$ cat config.mk
export PLATFORM = sky130hd
export DESIGN_NAME = multi_channel_pwm_unit
export DESIGN_NICKNAME = d
export VERILOG_FILES = /design/src/core/master_counter.v /design/src/core/multi_channel_pwm_unit.v /design/src/core/slave_counter.v
export VERILOG_INCLUDE_DIRS = /design/src /design/src/core
export SDC_FILE = /design/constraint.sdc
export NUM_CORES = 1
export LEC_CHECK = 0
export BUFFER_PORTS_ARGS = -buffer_cell sky130_fd_sc_hd__buf_2
export CORE_MARGIN = 2
export CORE_UTILIZATION = 53
export CTS_BUF_LIST = sky130_fd_sc_hd__clkbuf_8
export DETAILED_ROUTE_END_ITERATION = 12
export PLACE_DENSITY_LB_ADDON = 0.08
export SYNTH_ARGS = -nofsm -noshare
export SYNTH_HDL_FRONTEND = slang
export SYNTH_SLANG_ARGS = --single-unit
$ cat constraint.sdc
create_clock -name MCLK -period 3.04 [get_ports MCLK]
set_input_delay 0.608 -clock MCLK [delete_from_list [all_inputs] [get_ports MCLK]]
set_output_delay 0.608 -clock MCLK [all_outputs]
set_load 0.02 [all_outputs]
$ cat src/core/mpwm_regs.vh
// constants for the multi-channel pwm unit
`ifndef MPWM_REGS_VH
`define MPWM_REGS_VH
`define MPWM_CNT_W        16
`define MPWM_CNT_ZERO     16'h0000
`define MPWM_CNT_RST      16'h0000
`define MPWM_SLAVES_UNIT0 7
`define MPWM_SLAVES_UNIT1 3
`define MPWM_CLK_PERIOD_NS 5
`endif

$ cat src/core/master_counter.v
// master channel: reloading interval down-counter
`timescale 1ns/1ps
`default_nettype none
module master_counter #(
    parameter W = 16
) (
    input  wire         clk,
    input  wire         rst,
    input  wire         start,
    input  wire         stop,
    input  wire [W-1:0] period,
    output reg          run_reg,
    output reg  [W-1:0] cnt_reg,
    output reg          irq_reg
);
    // --------------------------------------------------------------
    // interval counting
    // --------------------------------------------------------------
    // start raises the irq at once and loads the period
    always @(posedge clk) begin
        if (rst) begin
            run_reg <= 1'b0;
            cnt_reg <= {W{1'b0}};
            irq_reg <= 1'b0;
        end else if (stop) begin
            run_reg <= 1'b0;                 // counter keeps value
            irq_reg <= 1'b0;
        end else if (start) begin
            run_reg <= 1'b1;
            cnt_reg <= period;
            irq_reg <= 1'b1;
        end else if (run_reg && cnt_reg == {W{1'b0}}) begin
            cnt_reg <= period;               // reload same cycle
            irq_reg <= 1'b1;
        end else begin
            if (run_reg) begin
                cnt_reg <= cnt_reg - {{(W-1){1'b0}}, 1'b1};
            end
            irq_reg <= 1'b0;
        end
    end
endmodule
`default_nettype wire

$ cat src/core/multi_channel_pwm_unit.v
// top of the multi-channel pwm unit: master, slaves and pin logic
`timescale 1ns/1ps
`default_nettype none
`include "mpwm_regs.vh"

// Function
// RULE1 - start triggers self-clear; enable status flags set to one
// RULE2 - master irq raised at start and triggers every slave
// RULE3 - master loads period, counts down, reloads and irqs at zero
// RULE4 - slave 1 loads duty on master irq, irqs at zero, halts
// RULE5 - slave pin active one clock after master irq, inactive at zero
// RULE6 - slave 2 and later behave exactly like slave 1
// RULE7 - output period is period value plus one count clocks
// RULE8 - duty is duty over period plus one; larger means 100 percent
// RULE9 - unit 0 up to seven slaves, unit 1 up to three
// RULE10 - software leaves mode, output mode and level alone while running
// RULE11 - software updates period and duty right after a master irq
// RULE12 - live counter values readable at any time
// RULE13 - stop triggers clear status; counters and pin levels held
// RULE14 - with output enable clear, pin follows software level bit
// RULE15 - software sets output enable before restart only
// RULE16 - software parks pin in port mode before power down
// RULE17 - power enable clear resets all logic and outputs to zero
// RULE18 - output level and enable writes accepted while running
// RULE19 - level bit zero active high, one active low
// RULE20 - mode bit one selects combination set and reset operation
// RULE21 - slaves sit above their master and follow only its irq
module multi_channel_pwm_unit #(
    parameter W      = `MPWM_CNT_W,
    parameter NSLAVE = `MPWM_SLAVES_UNIT0  // [RULE9] unit 1 uses 3
) (
    input  wire                MCLK,
    input  wire                RST,
    input  wire                POWER_ENABLE,
    input  wire [NSLAVE:0]     CHAN_START_TRIGGER,
    input  wire [NSLAVE:0]     CHAN_STOP_TRIGGER,
    input  wire [W-1:0]        PERIOD_DATA_VALUE,
    input  wire [NSLAVE*W-1:0] DUTY_DATA_VALUE,
    input  wire [NSLAVE-1:0]   SLAVE_OUT_ENABLE,
    input  wire [NSLAVE-1:0]   OUT_MODE_BIT,
    input  wire [NSLAVE-1:0]   OUT_LEVEL_BIT,
    input  wire [NSLAVE-1:0]   SW_OUT_VALUE,
    output wire [NSLAVE:0]     CHAN_ENABLE_STATUS,
    output wire [NSLAVE:0]     CHAN_TRIGGER_PENDING,
    output wire [W-1:0]        MASTER_COUNTER,
    output wire [NSLAVE*W-1:0] SLAVE_COUNTER,
    output wire                MASTER_PERIOD_IRQ,
    output wire [NSLAVE-1:0]   SLAVE_DUTY_IRQ,
    output reg  [NSLAVE-1:0]   SLAVE_PWM_OUT,
    output reg  [NSLAVE-1:0]   SLAVE_PIN_OE
);
    // --------------------------------------------------------------
    // reset and power gating
    // --------------------------------------------------------------
    // powering off resets every channel exactly like the reset pin
    wire unit_rst;
    assign unit_rst = RST | ~POWER_ENABLE;           // [RULE17]

    // triggers are single-cycle write pulses; reading them back
    // always shows zero because they clear themselves
    assign CHAN_TRIGGER_PENDING = {(NSLAVE+1){1'b0}}; // [RULE1]

    // --------------------------------------------------------------
    // master channel
    // --------------------------------------------------------------
    wire m_run;
    wire m_irq;
    // master is channel 0; slaves follow as channels 1..NSLAVE
    master_counter #(.W(W)) u_master (
        .clk     (MCLK),
        .rst     (unit_rst),
        .start   (CHAN_START_TRIGGER[0]),    // [RULE1] [RULE2]
        .stop    (CHAN_STOP_TRIGGER[0]),     // [RULE13]
        .period  (PERIOD_DATA_VALUE),        // [RULE3] [RULE7]
        .run_reg (m_run),
        .cnt_reg (MASTER_COUNTER),           // [RULE12]
        .irq_reg (m_irq)
    );
    assign MASTER_PERIOD_IRQ     = m_irq;
    assign CHAN_ENABLE_STATUS[0] = m_run;

    // --------------------------------------------------------------
    // slave channels
    // --------------------------------------------------------------
    wire [NSLAVE-1:0] s_active;
    wire [NSLAVE-1:0] s_run;
    wire [NSLAVE-1:0] s_busy;

    // every slave listens only to this master's irq
    genvar i;
    generate
        for (i = 0; i < NSLAVE; i = i + 1) begin : g_slave
            slave_counter #(.W(W)) u_slave (
                .clk        (MCLK),
                .rst        (unit_rst),
                .start      (CHAN_START_TRIGGER[i+1]), // [RULE1]
                .stop       (CHAN_STOP_TRIGGER[i+1]),  // [RULE13]
                .trig       (m_irq),                   // [RULE21] [RULE2]
                .duty       (DUTY_DATA_VALUE[i*W +: W]), // [RULE4] [RULE6]
                .run_reg    (s_run[i]),
                .busy_reg   (s_busy[i]),
                .cnt_reg    (SLAVE_COUNTER[i*W +: W]),   // [RULE12]
                .irq_reg    (SLAVE_DUTY_IRQ[i]),
                .active_reg (s_active[i])                // [RULE5]
            );
            assign CHAN_ENABLE_STATUS[i+1] = s_run[i];
        end
    endgenerate

    // --------------------------------------------------------------
    // pin logic
    // --------------------------------------------------------------
    // next value of a slave's active flag, mirroring slave_counter;
    // the pin flop takes it so the pin moves on the counter's own edge
    // instead of one clock behind it
    function next_active;
        input         run;
        input         start;
        input         stop;
        input         trig;
        input         busy;
        input         cur;
        input [W-1:0] duty;
        input [W-1:0] cnt;
        begin
            if (stop) begin
                next_active = cur;
            end else if ((run || start) && trig) begin
                next_active = (duty != {W{1'b0}});
            end else if (busy && cnt == {{(W-1){1'b0}}, 1'b1}) begin
                next_active = 1'b0;
            end else begin
                next_active = cur;
            end
        end
    endfunction

    // a duty above period+1 never reaches zero before the next
    // master irq reloads it, so the pin stays active: 100 percent
    // [RULE8]
    integer k;
    always @(posedge MCLK) begin
        if (unit_rst) begin
            SLAVE_PWM_OUT <= {NSLAVE{1'b0}};               // [RULE17]
            SLAVE_PIN_OE  <= {NSLAVE{1'b0}};
        end else begin
            for (k = 0; k < NSLAVE; k = k + 1) begin
                SLAVE_PIN_OE[k] <= 1'b1;
                if (SLAVE_OUT_ENABLE[k] && OUT_MODE_BIT[k]) begin
                    // combination mode: master sets, slave resets
                    SLAVE_PWM_OUT[k] <= OUT_LEVEL_BIT[k] ^ next_active(
                        s_run[k], CHAN_START_TRIGGER[k+1],
                        CHAN_STOP_TRIGGER[k+1], m_irq, s_busy[k],
                        s_active[k], DUTY_DATA_VALUE[k*W +: W],
                        SLAVE_COUNTER[k*W +: W]);          // [RULE5]
                end else begin
                    // software level drives the pin; used after stop
                    SLAVE_PWM_OUT[k] <= SW_OUT_VALUE[k];     // [RULE14]
                end
            end
        end
    end
    // mode, enable and level are taken live each cycle  [RULE18]
    // polarity inversion above  [RULE19] [RULE20]
endmodule
`default_nettype wire

$ cat src/core/slave_counter.v
// slave channel: one-count down-counter timing the active width
`timescale 1ns/1ps
`default_nettype none
module slave_counter #(
    parameter W = 16
) (
    input  wire         clk,
    input  wire         rst,
    input  wire         start,
    input  wire         stop,
    input  wire         trig,
    input  wire [W-1:0] duty,
    output reg          run_reg,
    output reg          busy_reg,
    output reg  [W-1:0] cnt_reg,
    output reg          irq_reg,
    output reg          active_reg
);
    // --------------------------------------------------------------
    // one-count operation
    // --------------------------------------------------------------
    // trigger loads duty; at zero the width ends and we wait.
    // duty of zero gives no active cycle at all (0% output)
    always @(posedge clk) begin
        if (rst) begin
            run_reg    <= 1'b0;
            busy_reg   <= 1'b0;
            cnt_reg    <= {W{1'b0}};
            irq_reg    <= 1'b0;
            active_reg <= 1'b0;
        end else if (stop) begin
            run_reg  <= 1'b0;                // value and level held
            busy_reg <= 1'b0;
            irq_reg  <= 1'b0;
        end else begin
            if (start) begin
                run_reg <= 1'b1;
            end
            irq_reg <= 1'b0;
            if ((run_reg || start) && trig) begin
                cnt_reg    <= duty;
                busy_reg   <= (duty != {W{1'b0}});
                active_reg <= (duty != {W{1'b0}});
            end else if (busy_reg) begin
                if (cnt_reg == {{(W-1){1'b0}}, 1'b1}) begin
                    cnt_reg    <= {W{1'b0}};
                    busy_reg   <= 1'b0;
                    active_reg <= 1'b0;
                    irq_reg    <= 1'b1;
                end else begin
                    cnt_reg <= cnt_reg - {{(W-1){1'b0}}, 1'b1};
                end
            end
        end
    end
endmodule
`default_nettype wire

; ---- After elaboration in Yosys (flattened, before gate mapping)
; Cells that the tools add are included.
[totals]
register_bits = 172
inputBits = 175
out_inout_bits = 166
wordCells = 279
[op_classes]
add_sub_neg = 8
n_eq_ne = 7
mux = 118
n_bitwise = 24
reduce_logical = 82
[ops]
columns = operator, n
row1 = 16-bit two-way mux, 24
row2 = "16-bit by 1-bit subtractor with 16-bit output, second input constant", 8
row3 = "16-bit by 1-bit equality test with 1-bit output, second input constant", 7
row4 = 16-bit nonzero test, 7
row5 = 1-bit two-way mux, 93
row6 = 2-bit nonzero test, 14
row7 = 4-bit OR reduction, 7
row8 = 1-bit logical AND, 22
row9 = 3-bit AND reduction, 7
row10 = 16-bit zero test, 1
row11 = 1-bit inverter, 16
row12 = 2-bit AND reduction, 8
row13 = 2-bit OR reduction, 8
row14 = 1-bit logical OR, 7
row15 = 7-bit two-way mux, 1
row16 = 1-bit XOR, 7
row17 = 3-bit nonzero test, 1
row18 = 1-bit bitwise OR, 1

; ---- Logic depth before layout (Yosys ltp)
[logic_depth]
depth_word = 9
ltp_mapped = 9

; ---- Modules after synthesis
; From an unflattened synthesis, not the netlist that was laid out.
[hier_totals]
cells_unflattened = 1552
area_unflattened_um2 = 11708.7
[by_module_without_submodules]
columns = module, n_inst, cells_each, area_per_inst_um2
row1 = slave_counter, 7, 174, 1305.0
row2 = multi_channel_pwm_unit, 1, 190, 1448.9
row3 = master_counter, 1, 144, 1124.8

; ---- Worst setup path before layout
; Ideal clock, no wire load.
[synth_path]
kind = reg-to-reg
startpoint = register g_slave[5].u_slave.cnt_reg[0]
endpoint = register g_slave[5].u_slave.cnt_reg[12]
setup_time_ps = 117
t_arrival_ps = 2213
setup_slack_ps = 710
stages_incl_launch_ff = 9
cell_sequence = dfxtp_1 -> inv_1 -> ha_1 -> or4b_4 -> or3b_2 -> clkbuf_1 -> nor3_1 -> o21ai_0 -> a32o_1
[synth_via]
elab_chain_len = 4
word_cells_on_any_way = 5
cone_classes = add/sub (1) / eq/ne (1) / mux (3)
[synth_rtl]
columns = element, line
row1 = from (decl), slave_counter.v:15  ; output reg [W-1:0] cnt_reg,
row2 = from (signal assigned), slave_counter.v:28  ; cnt_reg <= {W{1'b0}};
row3 = from (signal assigned), slave_counter.v:41  ; cnt_reg <= duty;
row4 = from (signal assigned), slave_counter.v:46  ; cnt_reg <= {W{1'b0}};
row5 = 16-bit by 1-bit subtractor with 16-bit output / 16-bit by 1-bit equality test with 1-bit output (equally long branches), "slave_counter.v:51, slave_counter.v:45"
row6 = 16-bit two-way mux (*), slave_counter.v:45  ; if (cnt_reg == {{(W-1){1'b0}}, 1'b1}) begin
row7 = 16-bit two-way mux (*), slave_counter.v:44  ; end else if (busy_reg) begin
row8 = 16-bit two-way mux (*), slave_counter.v:40  ; if ((run_reg || start) && trig) begin
; Mark *: on every way between the ends. The rest lies on a longest branch, timed or not. The select of a mux whose other input is x is not followed.
; A chain may end at the register's enable or synchronous reset.

; ---- Final worst setup path
[layout_path]
startpoint = register u_master.cnt_reg[1]
endpoint = register u_master.cnt_reg[3]
[layout_via]
elab_chain_len = 4
word_cells_on_any_way = 8
cone_classes = add/sub (1) / mux (3) / reduce/logical (4)
[layout_rtl]
columns = element, line
row1 = from (decl), master_counter.v:13  ; output reg [W-1:0] cnt_reg,
row2 = from (signal assigned), master_counter.v:23  ; cnt_reg <= {W{1'b0}};
row3 = from (signal assigned), master_counter.v:30  ; cnt_reg <= period;
row4 = from (signal assigned), master_counter.v:33  ; cnt_reg <= period;
row5 = 16-bit by 1-bit subtractor with 16-bit output / 16-bit zero test (equally long branches), "master_counter.v:37, master_counter.v:32"
row6 = 16-bit two-way mux / 1-bit logical AND (equally long branches), "master_counter.v:36, master_counter.v:32"
row7 = 16-bit two-way mux / 3-bit nonzero test (equally long branches), --
row8 = 16-bit two-way mux / 2-bit AND reduction (equally long branches), --
; Parallel ways exist; a longest one is shown, timed or not. The select of a mux whose other input is x is not followed.

==> results.yml <==
status:
  status: "finished clean"
flow_run:
  max-cap-violations: 0
detailed_routing:
  vias_per_cell: 6.35
  post-route-drc-count: 0
  drt-pass1-iter-count: 6
  ant_nets: 0
  avgRoutedWirePerCell_microns: 18.0
  vias: 12000
  routed_wl_microns: 34000
  drt_iter0_markers: 863
global_route:
  grt_first_pass_wirelength_microns: 52500
  grtUsageTotal: 0.312
  first_global_vias: 10400
  grt_overflow: 0
  antenna_found_initial: 2
  grt_max_degree: 84
pwr:
  sw_frac_of_total: 0.274
  power_mw: 4.64
  combPwrFrac: 0.152
  ir_drop_mv: 0.241
  p_leak_nw: 5.35
  power_density_mw_per_mm2: 372
  p_sw_mw: 1.27
  cell_internal_pwr_mw: 3.37
  seqPwrFrac: 0.482
  clkPwrFrac: 0.366
sta:
  setup_violations: 0
  slew_headroom: 0.310
  rsz0062_at_grt: "false"
  hold_viol_final: 0
  setup_tns_ns: 0
  period_needed_ns: 2.49
  finalCritPeriodShare: 0.818
  worst_slew_pin_slew_ns: 1.03
  fmax_mhz: 402
  slew_viol_final: 0
  skew_ns: 0.0170
setup_path:
  worstPathRequired_ns: 3.39
  worstSetupPathType: "reg2reg"
  crit_arrival_ns: 2.83
  crit_chain: "inv_1 > ha_1 > nor3b_1 > buf_4 > and4_1 > a21oi_2 > mux2_2 > a32o_1"
  cp_slowest_cell: "a21oi_2"
  start_kind: "register"
  critical_path.max_stage_delay_ns: 0.50
  path_max_fanout: 11
  worst_setup_path_end_kind: "register"
finish:
  layout.nets: 1799
  stdcell_count: 1888
  final_cell_area_sq_mm: 0.0125
  largest_reg_flops: 112
  layout_common_cells: "buf_2, dfxtp_1, nand2_1, nor2_1, o21ai_0"
  finalCoreUtilization: 0.644
  layout-drive-gt1-share: 0.265
  syn_to_final_growth_pct: 19.9
  final_common_cell: "buf_2"
synthesis:
  ys_ff_latch: 166
  seq_area_frac_synth: 0.320
  syn_area_per_cell_sq_um: 7.77
  yosys-top-cells-area: "dfxtp_1, o21ai_0, a32o_1"
  syn_area_sq_mm: 0.0104
  synth_top_cell_by_area: "dfxtp_1"
  yosysWarnings: 0
  ys_async_sr_fraction: 0
  synth_top_area_share: 0.320
  synth_cell_type_count: 86
  synth_edf_count: 0
  synthCells: 1337
  synth-main-ff-cell: "dfxtp_1"
clock_tree:
  clk_pin_slew_ns: 0.09
  cts_buffers: 17
  clkLatencyLatePin_ns: 0.46
  cts_tree: "done"
  hold_buffers: 0
  numClockSinks: 166
  htreeDepth: 4
  cts.path.max_buffers: 2
  cts_setup_buffers: 0
  cts-resized-gates: 0
  clock-root-buffer: "clkbuf_8"
place:
  post-dp-hpwl_microns: 25000
  place_inst: 1855
  portBuffers: 332
  place.gp.congestion: 0.937
  placed_area_sq_mm: 0.0120
floorplan:
  rows: 51
  die-area_sq_mm: 0.0207
  die_w_microns: 144
  start_util: 0.537
  die_y_microns: 144
  io_pins: 341
  core_region_area_sq_mm: 0.0193
hold_path:
  min_path_type: "in2reg"
==> critical path: cells and delay by family (launching register included) <==
kind,cells,cell delay [ns]
AOI/OAI and AO/OA,2,0.69
adders and majority gates,1,0.21
and+or+nand+nor,2,0.42
buffers and inverters,2,0.23
DFF,1,0.42
muxes,1,0.40
==> cell families after synthesis <==
group,count (synthesis),share of synthesized area
and+or+nand+nor,559,0.289
xor gates and xnor gates,12,0.0101
adders and majority gates,15,0.0181
DFF,166,0.320
other,1,0.000361
muxes,5,0.00518
buffers and inverters,151,0.0735
AOI/OAI and AO/OA,428,0.284
==> synthesized netlist by cell type, drive strengths merged, types with 22 or more instances <==
| cell | count |
|---|---|
| nor2 | 112 |
| o31ai | 22 |
| nand4 | 25 |
| nor3 | 68 |
| or3 | 23 |
| buf | 53 |
| a32o | 53 |
| inv | 33 |
| nand3 | 41 |
| a31oi | 22 |
| nand2 | 124 |
| o21ai | 120 |
| clkbuf | 64 |
| dfxtp | 166 |
| nor4 | 70 |
| a21oi | 67 |
==> metrics by stage <==
step	hold WS [ns]	setup WS (ns)
finish	0.357	0.554
global route	0.342	0.381
CTS	0.331	0.565
detailed placement	0.470	0.536
global placement	0.462	0.593
floorplan	0.439	0.710
==> layer usage <==
metal | up-vias | global-route usage | routed length (microns)
met5 | - | 0 | 13
met4 | 2 | 0.102 | 711
met3 | 61 | 0.0573 | 3000
met2 | 645 | 0.502 | 15800
met1 | 5615 | 0.425 | 14500
li1 | 5672 | - | -
==> worst paths after layout <==
kind                                    start                         end  slack, ns  cells past startpoint
setup reg to reg          u_master.cnt_reg[1]         u_master.cnt_reg[3]       0.55                      8
hold reg to reg   g_slave[1].u_slave.busy_reg  g_slave[1].u_slave.irq_reg       0.49                      2
setup / recovery          u_master.cnt_reg[1]         u_master.cnt_reg[3]       0.55                      8
hold / removal           CHAN_STOP_TRIGGER[7]  g_slave[6].u_slave.run_reg       0.36                      2
==> area by class of cell <==
cell class	instances	area [sq um]
Fill cell	1783	6880
Multi-Input combinational cell	1027	6330
Sequential cell	166	3320
Timing Repair Buffer	363	1920
Tap cell	265	332
Clock buffer	21	289
Clock inverter	11	129
Inverter	34	129
Antenna cell	1	2.50
==> power groups by stage <==
stage	clock network [mW]	logic (mW)	registers, mW
4_1_cts	1.73	0.696	2.23
3_3_place_gp	0	0.689	2.28
6_report	1.70	0.707	2.23
5_1_grt	1.82	0.769	2.24
3_5_place_dp	0	0.693	2.29
2_1_floorplan	0	0.407	2.31
Note: power is estimated with default switching activity, not from simulation.
